==> src/press_supervisor_map.vh <==
// register map, field positions and timing constants of the press stroke supervisor
`ifndef PRESS_SUPERVISOR_MAP_VH
`define PRESS_SUPERVISOR_MAP_VH
// word addresses (byte address / 4)
`define REG_CTRL 4'h0
`define REG_PRESET 4'h1
`define REG_COUNT 4'h2
`define REG_STOPLIM 4'h3
`define REG_STOPTIME 4'h4
`define REG_MICRO 4'h5
`define REG_CAM0 4'h6
`define REG_CAM1 4'h7
`define REG_STATUS 4'h8
`define REG_FAULT 4'h9
`define REG_DISPLAY 4'hA
`define REG_ID 4'hB
// control fields
`define CTRL_CNT_OPT 0
`define CTRL_COMP_EN 1
`define CTRL_MICRO_EN 2
`define CTRL_TEST90 3
`define CTRL_CLR_BRAKE 4
// status fields
`define ST_STOP 0
`define ST_INTR 1
`define ST_BRAKE_WARN 2
`define ST_BRAKE_FAIL 3
`define ST_LOCKOUT 4
`define ST_FAULT 5
// fault code fields: [9:8] letter, [7:0] number
`define LETTER_NONE 2'h0
`define LETTER_E 2'h1
`define LETTER_F 2'h2
`define LETTER_H 2'h3
`define AUX_CODE0 8'h31
`define AUX_CODE1 8'h32
`define AUX_CODE2 8'h33
// selector codes
`define SEL_OFF 2'h0
`define SEL_INCH 2'h1
`define SEL_SINGLE 2'h2
`define SEL_CONT 2'h3
// timing
`define CLK_HZ 20000000
`define MS_CYCLES (`CLK_HZ / 1000)
`define WARN_MARGIN_MS 10
`define ANGLE_90 10'h05A
`define ANGLE_360 10'h168
`define LAMP_DEG 11
`define ID_VALUE 32'h0000_5A5A
`endif

==> src/press_stroke_supervisor.v <==
// press stroke supervisor: counter, crank clock, brake monitor, inch timing, faults
//
// Decided for this implementation: the placing of the registers and the Avalon-MM slave port.
`timescale 1ns/1ns
`include "press_supervisor_map.vh"
module press_stroke_supervisor #(
    parameter CNT_W = 20,
    parameter MS_CYC = `MS_CYCLES
)(
    // clock and reset
    input wire i_clk,
    input wire i_rst,
    // avalon-mm slave
    input wire [3:0] i_address,
    input wire i_read,
    input wire i_write,
    input wire [31:0] i_writedata,
    output reg [31:0] o_readdata,
    output wire o_waitrequest,
    // operator controls and feedback
    input wire [9:0] i_angle,
    input wire [9:0] i_speed,
    input wire [1:0] i_selector,
    input wire i_run_left,
    input wire i_run_right,
    input wire i_estop,
    input wire i_topstop,
    input wire i_reset_select,
    input wire i_motion,
    input wire [1:0] i_aux_stop,
    input wire i_aux_pair_a,
    input wire i_aux_pair_b,
    input wire i_fault_valid,
    input wire [7:0] i_fault_num,
    input wire [1:0] i_fault_letter,
    input wire i_fault_serious,
    // valve, display and cam outputs
    output reg o_dual_valve_output,
    output reg o_stop_cmd,
    output reg [31:0] o_crank_lamps,
    output reg o_intr_lamp,
    output reg o_brake_warn_lamp,
    output reg [9:0] o_segments,
    output reg [23:0] o_readout,
    output reg o_readout_six,
    output reg [1:0] o_cam
);
    reg [31:0] ctrl_q;
    reg [CNT_W-1:0] preset_q, count_q;
    reg [15:0] stoplim_q, micro_q, stoptime_q, ms_time_q;
    reg [19:0] cam0_q, cam1_q;
    reg [23:0] ms_div_q;
    reg [9:0] angle_prev_q;
    reg [3:0] seg_q;
    reg intr_q, restore_inch_q, brake_warn_q, brake_fail_q, lock_q, fault_q, saw_off_q;
    reg stop_q, timing_q, test_arm_q, rs_prev_q, inch_prev_q, flash_q;
    reg [9:0] code_q;
    reg [15:0] micro_cnt_q;
    reg [23:0] micro_div_q;
    reg [22:0] flash_div_q;
    reg ack_q;
    wire both_run = i_run_left & i_run_right;
    wire top_cross = (angle_prev_q > i_angle) && i_motion;
    wire rs_edge = i_reset_select & ~rs_prev_q;
    wire aux_pair_bad = i_aux_pair_a ^ i_aux_pair_b;
    wire aux_any = |i_aux_stop | ~i_aux_pair_a | aux_pair_bad;
    wire cnt_opt = ctrl_q[`CTRL_CNT_OPT];
    wire [9:0] comp_angle = ctrl_q[`CTRL_COMP_EN] ? i_speed : 10'h000;
    wire [9:0] ts_on = (ctrl_q[25:16] > comp_angle) ? ctrl_q[25:16] - comp_angle : 10'h000;
    wire [1:0] mode = intr_q ? (restore_inch_q ? `SEL_INCH : `SEL_SINGLE) : i_selector;
    // a write lands on the edge after the one that ends the wait state
    wire wr = i_write & ack_q;
    wire [9:0] lamp_div = i_angle / 10'h00B;
    wire [9:0] lamp_idx = (lamp_div > 10'h01F) ? 10'h01F : lamp_div;
    assign o_waitrequest = (i_read | i_write) & ~ack_q;

    ////////////////////////////////////////////////////////////////////
    // bus slave: one wait state, unmapped reads zero
    always @(posedge i_clk)
    begin
        if (i_rst)
        begin
            ack_q <= 1'b0;
            o_readdata <= 32'h0000_0000;
        end
        else
        begin
            ack_q <= (i_read | i_write) & ~ack_q;
            // read data only move when a read is taken, then stand
            if (i_read && !ack_q)
            case (i_address)
                `REG_CTRL: o_readdata <= ctrl_q;
                `REG_PRESET: o_readdata <= {{(32-CNT_W){1'b0}}, preset_q};
                `REG_COUNT: o_readdata <= {{(32-CNT_W){1'b0}}, count_q};
                `REG_STOPLIM: o_readdata <= {16'h0000, stoplim_q};
                `REG_STOPTIME: o_readdata <= {16'h0000, stoptime_q};
                `REG_MICRO: o_readdata <= {16'h0000, micro_q};
                `REG_CAM0: o_readdata <= {12'h000, cam0_q};
                `REG_CAM1: o_readdata <= {12'h000, cam1_q};
                `REG_STATUS: o_readdata <= {26'h000_0000, fault_q, lock_q, brake_fail_q,
                    brake_warn_q, intr_q, stop_q};
                `REG_FAULT: o_readdata <= {22'h00_0000, code_q};
                `REG_DISPLAY: o_readdata <= {28'h000_0000, seg_q};
                `REG_ID: o_readdata <= `ID_VALUE;
                default: o_readdata <= 32'h0000_0000;
            endcase
        end
    end

    ////////////////////////////////////////////////////////////////////
    // configuration registers
    always @(posedge i_clk)
    begin
        if (i_rst)
        begin
            ctrl_q <= 32'h0000_0000;
            preset_q <= {CNT_W{1'b0}};
            stoplim_q <= 16'h00C8;
            micro_q <= 16'h0032;
            cam0_q <= 20'h0000_0;
            cam1_q <= 20'h0000_0;
        end
        else if (wr)
        begin
            case (i_address)
                `REG_CTRL: ctrl_q <= i_writedata;
                `REG_PRESET: preset_q <= i_writedata[CNT_W-1:0];
                `REG_STOPLIM: stoplim_q <= i_writedata[15:0];
                `REG_MICRO: micro_q <= i_writedata[15:0];
                `REG_CAM0: cam0_q <= i_writedata[19:0];
                `REG_CAM1: cam1_q <= i_writedata[19:0];
                default: ctrl_q <= ctrl_q;
            endcase
        end
    end

    ////////////////////////////////////////////////////////////////////
    // stroke counter, interrupted stroke, segment selection
    always @(posedge i_clk)
    begin
        if (i_rst)
        begin
            count_q <= {{(CNT_W-1){1'b0}}, 1'b1};
            angle_prev_q <= 10'h000;
            rs_prev_q <= 1'b0;
            intr_q <= 1'b0;
            restore_inch_q <= 1'b0;
            seg_q <= 4'h0;
        end
        else
        begin
            angle_prev_q <= i_angle;
            rs_prev_q <= i_reset_select;
            if (rs_edge && cnt_opt)
                count_q <= {{(CNT_W-1){1'b0}}, 1'b1};
            else if (top_cross)
                count_q <= count_q + 1'b1;
            if (rs_edge)
            begin
                if (seg_q == (cnt_opt ? 4'h9 : 4'h7))
                    seg_q <= 4'h0;
                else if (i_selector != `SEL_INCH && seg_q == 4'h3)
                    seg_q <= cnt_opt ? 4'h8 : 4'h0;
                else
                    seg_q <= seg_q + 4'h1;
            end
            if (i_estop && i_motion && !intr_q)
            begin
                intr_q <= 1'b1;
                restore_inch_q <= (i_selector == `SEL_INCH);
            end
            else if (intr_q && both_run && top_cross)
                intr_q <= 1'b0;
        end
    end

    ////////////////////////////////////////////////////////////////////
    // brake monitor and ninety-degree test
    always @(posedge i_clk)
    begin
        if (i_rst)
        begin
            timing_q <= 1'b0;
            ms_div_q <= 24'h00_0000;
            ms_time_q <= 16'h0000;
            stoptime_q <= 16'h0000;
            brake_warn_q <= 1'b0;
            brake_fail_q <= 1'b0;
            test_arm_q <= 1'b0;
        end
        else
        begin
            test_arm_q <= ctrl_q[`CTRL_TEST90] && i_selector == `SEL_CONT;
            if (!timing_q && i_motion && (i_topstop || top_cross ||
                (test_arm_q && i_angle >= `ANGLE_90 && angle_prev_q < `ANGLE_90)))
            begin
                timing_q <= 1'b1;
                ms_div_q <= 24'h00_0000;
                ms_time_q <= 16'h0000;
            end
            else if (timing_q)
            begin
                if (!i_motion)
                begin
                    timing_q <= 1'b0;
                    stoptime_q <= ms_time_q;
                    if (ms_time_q > stoplim_q)
                        brake_fail_q <= 1'b1;
                    else if (ms_time_q + `WARN_MARGIN_MS >= stoplim_q)
                        brake_warn_q <= 1'b1;
                end
                else if (ms_div_q == MS_CYC - 1)
                begin
                    ms_div_q <= 24'h00_0000;
                    ms_time_q <= ms_time_q + 16'h0001;
                end
                else
                    ms_div_q <= ms_div_q + 24'h00_0001;
            end
            if (wr && i_address == `REG_CTRL && i_writedata[`CTRL_CLR_BRAKE])
                brake_fail_q <= 1'b0;
        end
    end

    ////////////////////////////////////////////////////////////////////
    // faults, lockout and stop command
    always @(posedge i_clk)
    begin
        if (i_rst)
        begin
            fault_q <= 1'b0;
            lock_q <= 1'b0;
            saw_off_q <= 1'b0;
            code_q <= 10'h000;
            stop_q <= 1'b0;
        end
        else
        begin
            if (i_fault_valid)
            begin
                fault_q <= 1'b1;
                code_q <= {i_fault_letter, i_fault_num};
                if (i_fault_serious)
                    lock_q <= 1'b1;
            end
            else if (aux_any && !fault_q)
            begin
                fault_q <= 1'b1;
                code_q <= {`LETTER_E, i_aux_stop[0] ? `AUX_CODE0 :
                    i_aux_stop[1] ? `AUX_CODE1 : `AUX_CODE2};
            end
            else if (rs_edge && !aux_any)
                fault_q <= 1'b0;
            if (i_selector == `SEL_OFF)
                saw_off_q <= 1'b1;
            else if (i_selector == `SEL_INCH && saw_off_q && !fault_q && !i_fault_valid)
            begin
                lock_q <= 1'b0;
                saw_off_q <= 1'b0;
            end
            else if (i_selector != `SEL_INCH)
                saw_off_q <= 1'b0;
            stop_q <= fault_q | lock_q | brake_fail_q | i_estop |
                (cnt_opt && count_q == preset_q);
        end
    end

    ////////////////////////////////////////////////////////////////////
    // valve and micro-inch timer
    always @(posedge i_clk)
    begin
        if (i_rst)
        begin
            o_dual_valve_output <= 1'b0;
            o_stop_cmd <= 1'b0;
            micro_cnt_q <= 16'h0000;
            micro_div_q <= 24'h00_0000;
            inch_prev_q <= 1'b0;
        end
        else
        begin
            inch_prev_q <= both_run;
            o_stop_cmd <= stop_q;
            if (micro_cnt_q == 16'h0000 || micro_div_q == MS_CYC - 1)
                micro_div_q <= 24'h00_0000;
            else
                micro_div_q <= micro_div_q + 24'h00_0001;
            if (stop_q)
            begin
                o_dual_valve_output <= 1'b0;
                micro_cnt_q <= 16'h0000;
            end
            else if (mode == `SEL_INCH && ctrl_q[`CTRL_MICRO_EN])
            begin
                if (both_run && !inch_prev_q && micro_cnt_q == 16'h0000)
                    micro_cnt_q <= micro_q;
                else if (micro_cnt_q != 16'h0000 && micro_div_q == MS_CYC - 1)
                    micro_cnt_q <= micro_cnt_q - 16'h0001;
                o_dual_valve_output <= micro_cnt_q != 16'h0000;
            end
            else if (mode == `SEL_INCH || intr_q)
                o_dual_valve_output <= both_run;
            else
                o_dual_valve_output <= (mode != `SEL_OFF) && (both_run ||
                    (o_dual_valve_output && !(i_topstop && i_angle >= ts_on)));
        end
    end

    ////////////////////////////////////////////////////////////////////
    // display, lamps and cams
    always @(posedge i_clk)
    begin
        if (i_rst)
        begin
            flash_div_q <= 23'h00_0000;
            flash_q <= 1'b0;
            o_crank_lamps <= 32'h0000_0000;
            o_intr_lamp <= 1'b0;
            o_brake_warn_lamp <= 1'b0;
            o_segments <= 10'h000;
            o_readout <= 24'h00_0000;
            o_readout_six <= 1'b0;
            o_cam <= 2'b00;
        end
        else
        begin
            flash_div_q <= flash_div_q + 23'h00_0001;
            if (flash_div_q == 23'h7F_FFFF)
                flash_q <= ~flash_q;
            o_crank_lamps <= 32'h0000_0001 << lamp_idx;
            o_intr_lamp <= intr_q & flash_q;
            o_brake_warn_lamp <= brake_warn_q & flash_q;
            o_segments <= 10'h001 << seg_q;
            o_readout_six <= cnt_opt;
            if (lock_q && !fault_q)
                o_readout <= 24'h00_0C0C;
            else if (fault_q)
                o_readout <= {14'h0000, code_q};
            else if (seg_q == 4'h8)
                o_readout <= {{(24-CNT_W){1'b0}}, count_q};
            else if (seg_q == 4'h9)
                o_readout <= {{(24-CNT_W){1'b0}}, preset_q};
            else if (seg_q == 4'h2)
                o_readout <= {8'h00, stoptime_q};
            else
                o_readout <= {14'h0000, i_angle};
            o_cam[0] <= i_angle >= cam0_q[9:0] && i_angle < cam0_q[19:10];
            o_cam[1] <= i_angle >= cam1_q[9:0] && i_angle < cam1_q[19:10];
        end
    end
endmodule

==> config.mk <==
export PLATFORM = sky130hd
export DESIGN_NAME = press_stroke_supervisor
export DESIGN_NICKNAME = d
export VERILOG_FILES = /design/src/press_stroke_supervisor.v
export VERILOG_INCLUDE_DIRS = /design/src /design/src/src
export SDC_FILE = /design/constraint.sdc
export NUM_CORES = 1
export LEC_CHECK = 0
export BUFFER_PORTS_ARGS = -buffer_cell sky130_fd_sc_hd__buf_2
export CORE_ASPECT_RATIO = 1.2
export CORE_MARGIN = 4
export CORE_UTILIZATION = 45
export DETAILED_ROUTE_END_ITERATION = 10
export HOLD_SLACK_MARGIN = 0.12
export PLACE_DENSITY = 0.63
export SYNTH_ARGS = -nofsm -noshare
export SYNTH_HDL_FRONTEND = slang
export SYNTH_SLANG_ARGS = --single-unit
==> constraint.sdc <==
create_clock -name i_clk -period 4.09 [get_ports i_clk]
set_input_delay 0.409 -clock i_clk [delete_from_list [all_inputs] [get_ports i_clk]]
set_output_delay 0.409 -clock i_clk [all_outputs]
set_load 0.1 [all_outputs]
Yosys cells after proc, flatten, opt, wreduce, memory -nomap -nowiden
Cells that the tools add are included.
Operators by class
  add/subtract/negate cells: 9
  div/mod/pow operators: 1
  order comparisons: 12
  eq/ne operators: 24
  shifts and indexed selects: 2
  mux-type cells: 39
  bitwise logic cells: 21
  reductions and logical operators: 75
Operator list (number)
  $pmux 32 s12: 1
  $mux 10: 5
  $add 24x1->24 const B: 2
  $eq 24x15->1 const B: 2
  $mux 16: 3
  $mux 20: 2
  $shl 1x10->32 const A: 1
  $logic_and 1x1->1: 31
  $ge 10x10->1: 3
  $eq 4x4->1 const B: 6
  $mux 12: 2
  $mux 24: 1
  $add 23x1->23 const B: 1
  $eq 23x23->1 const B: 1
  $add 20x1->20 const B: 1
  $eq 20x20->1: 1
  $gt 10x10->1: 2
  $lt 10x10->1: 2
  $mux 1: 18
  $add 16x4->17 const B: 1
  $ge 17x16->1: 1
  $add 16x1->16 const B: 1
  $eq 4x2->1 const B: 4
  $eq 4x3->1 const B: 4
  35 further kinds: 87
Storage, ports and cells
  register bits: 406
  input bits: 84
  output and inout port bits: 106

Depth between registers and ports, before layout
Gate-level depths: netlist (run 1).
  depth after elaboration: 11
  gate-level depth with buffers: 29
  gate-level depth less buffers: 27

Worst setup path after synthesis (run 1)
No wires, ideal clock.
  kind: flip-flop to flip-flop
  start point: register ctrl_q[1]
  end point: register o_dual_valve_output
  setup time: 70 ps
  arrival time: 4427 ps
  data required time: 4020 ps
  slack: -406 ps
  stages on the path, launching flop included: 30
  path buffers: 2
  cells stage by stage: dfxtp_1 clkbuf_1 and2_1 ha_1 inv_1 fa_1 a21oi_1 nor2_1 nor2_1 o21ai_0 a21oi_1 o21bai_1 a21oi_1 nor2b_1 o21a_1 o32a_1 clkbuf_1 nor2b_1 ha_1 nand2b_1 a21o_1 a21o_1 a21o_1 a21oi_1 nor2b_1 o21ai_0 nand2b_1 a21oi_1 o21ai_0 a21oi_1
On the way
  cells in the longest elaborated chain, start to end: 11
Ends and longest elaborated chain
  from (decl): RTL line press_stroke_supervisor.v:48  | reg [31:0] ctrl_q;
  from (signal assigned): RTL line press_stroke_supervisor.v:126  | `REG_CTRL: ctrl_q <= i_writedata;
  from (signal assigned): RTL line press_stroke_supervisor.v:132  | default: ctrl_q <= ctrl_q;
  $mux 10 (*): RTL line press_stroke_supervisor.v:68  | wire [9:0] comp_angle = ctrl_q[`CTRL_COMP_EN] ? i_speed : 10'h000;
  $sub 10x10->10 or $gt 10x10->1 (tied branches): RTL line press_stroke_supervisor.v:69  | wire [9:0] ts_on = (ctrl_q[25:16] > comp_angle) ? ctrl_q[25:16] - comp_angle : 10'h000;
  $mux 10 (*): RTL line press_stroke_supervisor.v:69
  $ge 10x10->1 (*): RTL line press_stroke_supervisor.v:305  | (o_dual_valve_output && !(i_topstop && i_angle >= ts_on)));
  $logic_and 1x1->1 (*): RTL line press_stroke_supervisor.v:305
  $logic_not 1->1 (*): RTL line press_stroke_supervisor.v:305
  $logic_and 1x1->1 (*): RTL line press_stroke_supervisor.v:305
  $logic_or 1x1->1 (*): RTL line press_stroke_supervisor.v:304  | o_dual_valve_output <= (mode != `SEL_OFF) && (both_run ||
  $logic_and 1x1->1 (*): RTL line press_stroke_supervisor.v:304
  $mux 1 (*): RTL line press_stroke_supervisor.v:301  | else if (mode == `SEL_INCH || intr_q)
  $mux 1 (*): RTL line press_stroke_supervisor.v:293  | else if (mode == `SEL_INCH && ctrl_q[`CTRL_MICRO_EN])
  to (signal assigned): RTL line press_stroke_supervisor.v:302  | o_dual_valve_output <= both_run;
  to (signal assigned): RTL line press_stroke_supervisor.v:304
  to (decl): RTL line press_stroke_supervisor.v:38  | output reg o_dual_valve_output,
Mark *: on every way between the ends. The rest lies on a longest branch, timed or not.
A chain may end at the register's enable or synchronous reset.

Final worst setup path (run 1)
Ends and elaborated chain as after synthesis.

==> results of run 1 <==
==> worst reg2reg max path: stages, from the launching register on <==
cell	delay (ns)
dfxtp_2	0.33
and2_4	0.14
ha_4	0.12
inv_2	0.03
fa_2	0.34
a21oi_2	0.13
nor2_1	0.05
nor2_1	0.12
o21ai_1	0.09
a21oi_2	0.16
o21bai_1	0.10
a21oi_2	0.16
nor2b_1	0.06
o21a_1	0.17
o32a_1	0.20
nor2b_4	0.15
ha_4	0.22
nand2b_4	0.12
a21o_1	0.15
a21o_1	0.15
a21o_1	0.18
a21oi_2	0.12
nor2b_1	0.05
o21ai_1	0.11
nand2b_1	0.07
a21oi_1	0.14
o21ai_1	0.09
a21oi_1	0.12
==> cells by family (layout without fill, tap and decap cells) <==
logic type / after synthesis / after routing
and+or+nand+nor: 1073 / 1073
other: 1 / 7
AOI/OAI and AO/OA: 592 / 592
DFF: 402 / 402
adders and majority gates: 112 / 112
muxes: 5 / 5
xor gates and xnor gates: 133 / 133
buffers and inverters: 265 / 451
==> synth_stat cells, drive strengths merged (12+ instances only) <==
cell and count:
nand2 418, dfxtp 402, nor2 277, a21oi 276, clkbuf 137, ha 111, inv 95, nand3 85
nor3 75, xor2 75, o21ai 67, xnor2 58, a22oi 37, a21o 34, and3 32, buf 31
nor2b 31, nand4 30, a211oi 28, a221oi 25, a31oi 25, nand2b 23, and2 17, or3 17
a22o 15, nor4 15, a222oi 13, o211ai 12
==> report_power, final <==
part           total, W  internal, W  switching [W]  leakage [nW]
clock network   0.00414      0.00242        0.00172         0.725
logic          0.000998     0.000290       0.000708          5.12
registers       0.00401      0.00396      0.0000481          3.25
==> timing repair <==
action                                  4_1_cts  5_1_grt
hold buffers                                 33        0
endpoints found under the setup margin        0        1
setup buffers                                 0        1
hold endpoints to repair                     49        0
resized for setup                             0        9
==> routing by layer <==
| layer | part of all wire | vias up | track usage | routed length, um |
|---|---|---|---|---|
| met1 | 0.41 | 9139 | 0.344 | 27900 |
| met3 | 0.073 | 200 | 0.0502 | 5000 |
| met5 | 0.00019 | - | 0 | 13 |
| li1 | - | 9272 | - | - |
| met2 | 0.45 | 742 | 0.441 | 30900 |
| met4 | 0.062 | 2 | 0.145 | 4250 |
==> flip-flops by register name, indices dropped and copies added, names as in the netlist, 16 cells and up <==
signal         count
ms_div_q          24
micro_cnt_q       16
count_q           20
o_readout         20
o_crank_lamps     32
micro_div_q       24
cam0_q            20
stoptime_q        16
cam1_q            20
o_readdata        32
ctrl_q            32
preset_q          20
ms_time_q         16
stoplim_q         16
micro_q           16
flash_div_q       23
==> final timing paths <==
kind                  start             endpoint  slack, ns  depth (start not counted)
max               ctrl_q[1]  o_dual_valve_output       0.14                         27
max reg2reg       ctrl_q[1]  o_dual_valve_output       0.14                         27
min reg2reg  flash_div_q[0]       flash_div_q[0]       0.43                          1
min          i_fault_num[1]            code_q[1]       0.15                          3
==> final cells by class <==
type / instances / area share
multi-input combinational: 1919 / 0.479
sequential: 402 / 0.338
timing repair buffer: 273 / 0.0712
clock buffer: 58 / 0.0524
tap: 609 / 0.0320
inverter: 97 / 0.0153
clock inverter: 23 / 0.0114
antenna: 3 / 0.000315
==> per-stage QoR <==
stage	worst slack [ns]	power [W]
floorplan	-0.0396	0.00476
global placement	-0.0906	0.00505
detailed placement	-0.0976	0.00506
CTS	0.0247	0.00922
global route	-0.142	0.00947
finish	0.140	0.00916
==> metrics.md, run 1 <==
| Metric | Value |
|---|---|
| Post-synthesis mux area share | 0.00257 |
| Top cell by count, worst path | a21oi_2 |
| Max Fanout on Critical Path | 2 |
| CP top delay family | compound AO/OA/AOI/OAI gates |
| FF+latch count, synth | 402 |
| Worst path max stage delay | 0.34 ns |
| Mapped Area | 20,400 sq um |
| GRT Overall Usage | 0.271 |
| Core area | 44,900 sq um |
| Achievable Freq | 0.253 GHz |
| Most frequent cells in the layout | 416 x nand2_1, 401 x dfxtp_1, 276 x nor2_1 |
| Hpwl dp | 50.1 mm |
| Top Ports | 190 |
| Worst-Margin Slew | 1.04 ns |
| Row cnt | 85 |
| Final Hold Viols | 0 |
| Top post-synthesis cells by area | dfxtp_1 39%, nand2_1 7.7%, ha_1 6.8% |
| Max-slew violations | 0 |
| I/O Buffers | 185 |
| Fillers | 4,347 |
| Routed wire length | 68.1 mm |
| Reg clk slew, reported paths | 0.06 ns |
| WL per Instance | 20.1 um |
| GRT overflow | 0 |
| Final core utilization | 0.530 |
| Compound-Gate Fraction of Synth Area | 0.186 |
| Post-synthesis share of cell area spent on xor and xnor gates | 0.0570 |
| Drt first pass iters | 6 |
| Area delta synth->final | 16.4% |
| CTS Buf Count | 44 |
| Initial Util | 0.456 |
| Post-synth ARST share | 0 |
| Largest net degree at the start of global routing | 181 |
| Cell area after layout | 23,800 sq um |
| Slew margin rel. | 0.303 |
| Clk sinks | 402 |
| Min Hold Slack | 0.146 ns |
| Via count | 19.4k |
| Mean number of vias per cell | 5.72 |
| Period minus WS final | 3.95 ns |
| Number of global-route vias before repair | 18.3k |
| Worst Setup End Kind | flop |
| Die ar. | 48,900 sq um |
| Worst-Skew Late Latency | 0.59 ns |
| Number of synthesized flops with an enable pin | 0 |
| Ratio of cells with drive above 1 in the final layout | 0.133 |
| Final setup viols | 0 |
| Period utilization | 0.966 |
| Clk buf depth | 3 |
| Crit path launch type | flop |
| DR DRC count | 0 |
| Placed Instances | 3,266 |
| HP Class | input pin to flop |
| Warnings, synthesis | 0 |
| Maximum vdd ir drop | 0.335 mV |
| Storage element area | 8050 sq um |
| Area occupied by multi-input gates | 11,400 sq um |
| Most used flip-flop cell after synthesis | dfxtp_1 |
| H-tree lvl count | 2 |
| Pwr Density | 385 nW/um^2 |
| WP buf/inv | 1 |
| Die X | 203 um |
| Post-synth top area cell | dfxtp_1 |
| Post-synthesis adder-cell area fraction | 0.0689 |
| Post-Syn Instances | 2,583 |
| Setup TNS | 0 ns |
| DRT antenna net count | 0 |
| Post-synthesis sequential area ratio | 0.394 |
| Synth top area share | 0.394 |
| Critical path class | flop to flop |
| CTS root buf | clkbuf_16 |
| Final GP Congestion | 0.953 |
| CTS tree | built |
| Initial antenna violation count | 3 |
| Die height | 241 um |
| Commonest non-fill, non-tap cell in the layout | nand2_1 |
| Worst clock skew | 0.0210 ns |
| Largest family of logic cells by synthesized area | simple AND/OR/NAND/NOR gates |
| Max-cap violation count | 0 |
| Syn_area_per_cell | 7.92 sq um |
| Slowest CP cell | fa_2 |
| WP data arrival | 4.46 ns |
| Status | completed |
| Nets | 2,933 |
| Leak pwr | 9.10 nW |
| Post-DP Area | 21,900 sq um |
| Finished Layout Cells | 3,384 |
| First-pass GRT wire length | 105 mm |
| CP required | 4.60 ns |
| Post-Synth Simple-Gate Area | 0.239 |
| Iteration-0 DRC count of the detailed router | 1,570 |
| RSZ-0062 raised after global routing | true |
| Count of cell types in the netlist | 94 |
No activity file was read; power rests on OpenSTA's default activity.
==> run 2, diff against run 1 <==
CORE_UTILIZATION = 51   (was 45)
GPL_TIMING_DRIVEN = 0   (was unset)
PLACE_DENSITY = 0.7   (was 0.63)
==> metrics.md, run 2 (same netlist as run 1, synthesis figures left out) <==
| Metric | Value |
|---|---|
| Max-cap violation count | 0 (unchanged) |
| CTS tree | built |
| Slowest CP cell | dfxtp_4 |
| Period utilization | 1.02 (+0.0561) |
| GRT overflow | 0 (unchanged) |
| Worst-Skew Late Latency | 0.57 ns (-0.02 ns) |
| WL per Instance | 20.9 um (+4.0%) |
| Final Hold Viols | 0 (unchanged) |
| Achievable Freq | 0.239 GHz (-5.5%) |
| Initial antenna violation count | 7 (+4) |
| DR DRC count | 0 (unchanged) |
| Die height | 227 um (-5.9%) |
| Die ar. | 43,400 sq um (-11%) |
| RSZ-0062 raised after global routing | true |
| Clk sinks | 402 (unchanged) |
| I/O Buffers | 183 (-1.1%) |
| Final setup viols | 1 (+1) |
| Row cnt | 80 (-5.9%) |
| Iteration-0 DRC count of the detailed router | 1,760 (+12%) |
| Largest net degree at the start of global routing | 16 (-91%) |
| Area occupied by multi-input gates | 11,400 sq um (-0.13%) |
| Leak pwr | 9.11 nW (+0.14%) |
| Commonest non-fill, non-tap cell in the layout | nand2_1 |
| Pwr Density | 386 nW/um^2 (+0.36%) |
| Top Ports | 190 (unchanged) |
| Worst path max stage delay | 0.39 ns (+0.05 ns) |
| Area delta synth->final | 17.0% |
| Most frequent cells in the layout | 416 x nand2_1, 401 x dfxtp_1, 276 x nor2_1 |
| Mean number of vias per cell | 5.87 (+2.7%) |
| Placed Instances | 3,303 (+1.1%) |
| Max Fanout on Critical Path | 3 (+1) |
| Initial Util | 0.514 (+0.0589) |
| CTS Buf Count | 43 (-2.3%) |
| Storage element area | 8050 sq um (about the same) |
| H-tree lvl count | 2 (unchanged) |
| Top cell by count, worst path | a21oi_2 |
| Setup WS post-layout | -0.0895 ns (-0.230 ns) |
| HP Class | input pin to flop |
| DRT antenna net count | 0 (unchanged) |
| Maximum vdd ir drop | 0.328 mV (-1.9%) |
| Worst-Margin Slew | 1.46 ns (+0.417 ns) |
| Worst clock skew | 0.0185 ns (-0.00245 ns) |
| Die X | 191 um (-5.8%) |
| Nets | 3,037 (+3.5%) |
| Top flop regs | ctrl_q (32), o_crank_lamps (32), o_readdata (32) |
| Met2 wire len | 32.8 mm (+6.3%) |
| GRT Overall Usage | 0.318 (+0.0474) |
| Number of global-route vias before repair | 18.9k (+3.2%) |
| Hpwl dp | 54.7 mm (+9.1%) |
| Min Hold Slack | 0.136 ns (-0.0102 ns) |
| Routed length on met1 | 28.4 mm (+1.7%) |
| WP data arrival | 4.69 ns (+0.23 ns) |
| Ratio of cells with drive above 1 in the final layout | 0.120 (-0.0128) |
| Failing checks | negative setup slack |
| Crit path launch type | flop |
| Final GP Congestion | 1.06 (+11%) |
| Drt first pass iters | 8 (+2) |
| Via count | 20.0k (+3.5%) |
| First-pass GRT wire length | 108 mm (+2.3%) |
| DR WL met3 | 6.00 mm (+20%) |
| Critical path class | flop to flop |
| Highest routing layer actually used | met5 |
| CTS root buf | clkbuf_16 |
| Worst reg2reg setup slack | -0.09 ns (-0.23 ns) |
| Reg clk slew, reported paths | 0.07 ns (about the same) |
| Worst Setup End Kind | flop |
| Finished Layout Cells | 3,412 (+0.83%) |
| Max-slew violations | 0 (unchanged) |
| Status | complete, but fails checks |
| Routed wire length | 71.4 mm (+4.9%) |
| Clk buf depth | 3 (unchanged) |
| Core area | 39,700 sq um (-11%) |
| Setup TNS | -0.0895 ns (-0.0895 ns) |
| CP required | 4.60 ns (about the same) |
| Period minus WS final | 4.18 ns (+0.230 ns) |
| Fillers | 3,716 (-15%) |
| Slew margin rel. | 0.0195 (-0.284) |
| Final core utilization | 0.602 (+0.0716) |
## run 2: changes by cell type in the layout (fill, tap and decap cells not counted), sizes merged
cell / previous run / this run
clkbuf: 58 / 194
bufinv: 4 / 5
buf: 240 / 220
clkinvlp: 7 / 5
diode: 3 / 4
dlygate4sd3: 33 / 22
clkinv: 13 / 12
## run 2: area by class of cell
| cell class | instances | share of cell area |
|---|---|---|
| antenna | 4 | 0.000418 |
| buffer | 166 | 0.0300 |
| clock buffer | 58 | 0.0529 |
| clock inverter | 21 | 0.0111 |
| inverter | 97 | 0.0152 |
| multi-input combinational | 1919 | 0.476 |
| sequential | 402 | 0.337 |
| tap | 533 | 0.0279 |
| timing repair buffer | 212 | 0.0497 |
## run 2: what timing repair did
action | in CTS | in global routing
hold buffers | 22 | 0
buffers inserted | 6 | 0
pin swaps | 9 | 15
endpoints found under the hold margin | 21 | 0
endpoints found under the setup margin | 23 | 42
gates resized for setup | 7 | 8
## run 2: path summary, 6_finish.rpt
check                      start             endpoint  cells after the start
hold / removal    i_fault_num[7]            code_q[7]                      3
setup / recovery       ctrl_q[1]  o_dual_valve_output                     27
hold reg to reg   flash_div_q[0]       flash_div_q[0]                      1
setup reg to reg       ctrl_q[1]  o_dual_valve_output                     27
## run 2: critical path: cells and delay by family, from the launching register on
| kind | cells | cell delay, ns |
|---|---|---|
| AOI/OAI and AO/OA | 15 | 2.09 |
| and+or+nand+nor | 8 | 0.84 |
| adders and majority gates | 3 | 0.79 |
| DFF | 1 | 0.39 |
| buffers and inverters | 1 | 0.03 |
## run 2: per-layer routing
layer,vias up,GRT usage
li1,9492,-
met1,9402,0.400
met2,893,0.527
met3,238,0.0590
met4,8,0.157
met5,-,0
## run 2: where the power goes
part           internal (W)  switching [W]  leakage, nW
Clock               0.00250        0.00168        0.740
Combinational      0.000295       0.000752         5.12
Sequential          0.00396      0.0000410         3.25
Total               0.00676        0.00247         9.11
## run 2: metrics by stage
step	setup WS (ns)	power, W	cell area (sq um)
detailed placement	-0.804	0.00509	22100
finish	-0.0895	0.00923	23900
CTS	-0.206	0.00926	23900
global placement	-0.751	0.00507	22100
global route	-0.359	0.00951	23900
floorplan	-0.0396	0.00476	20500
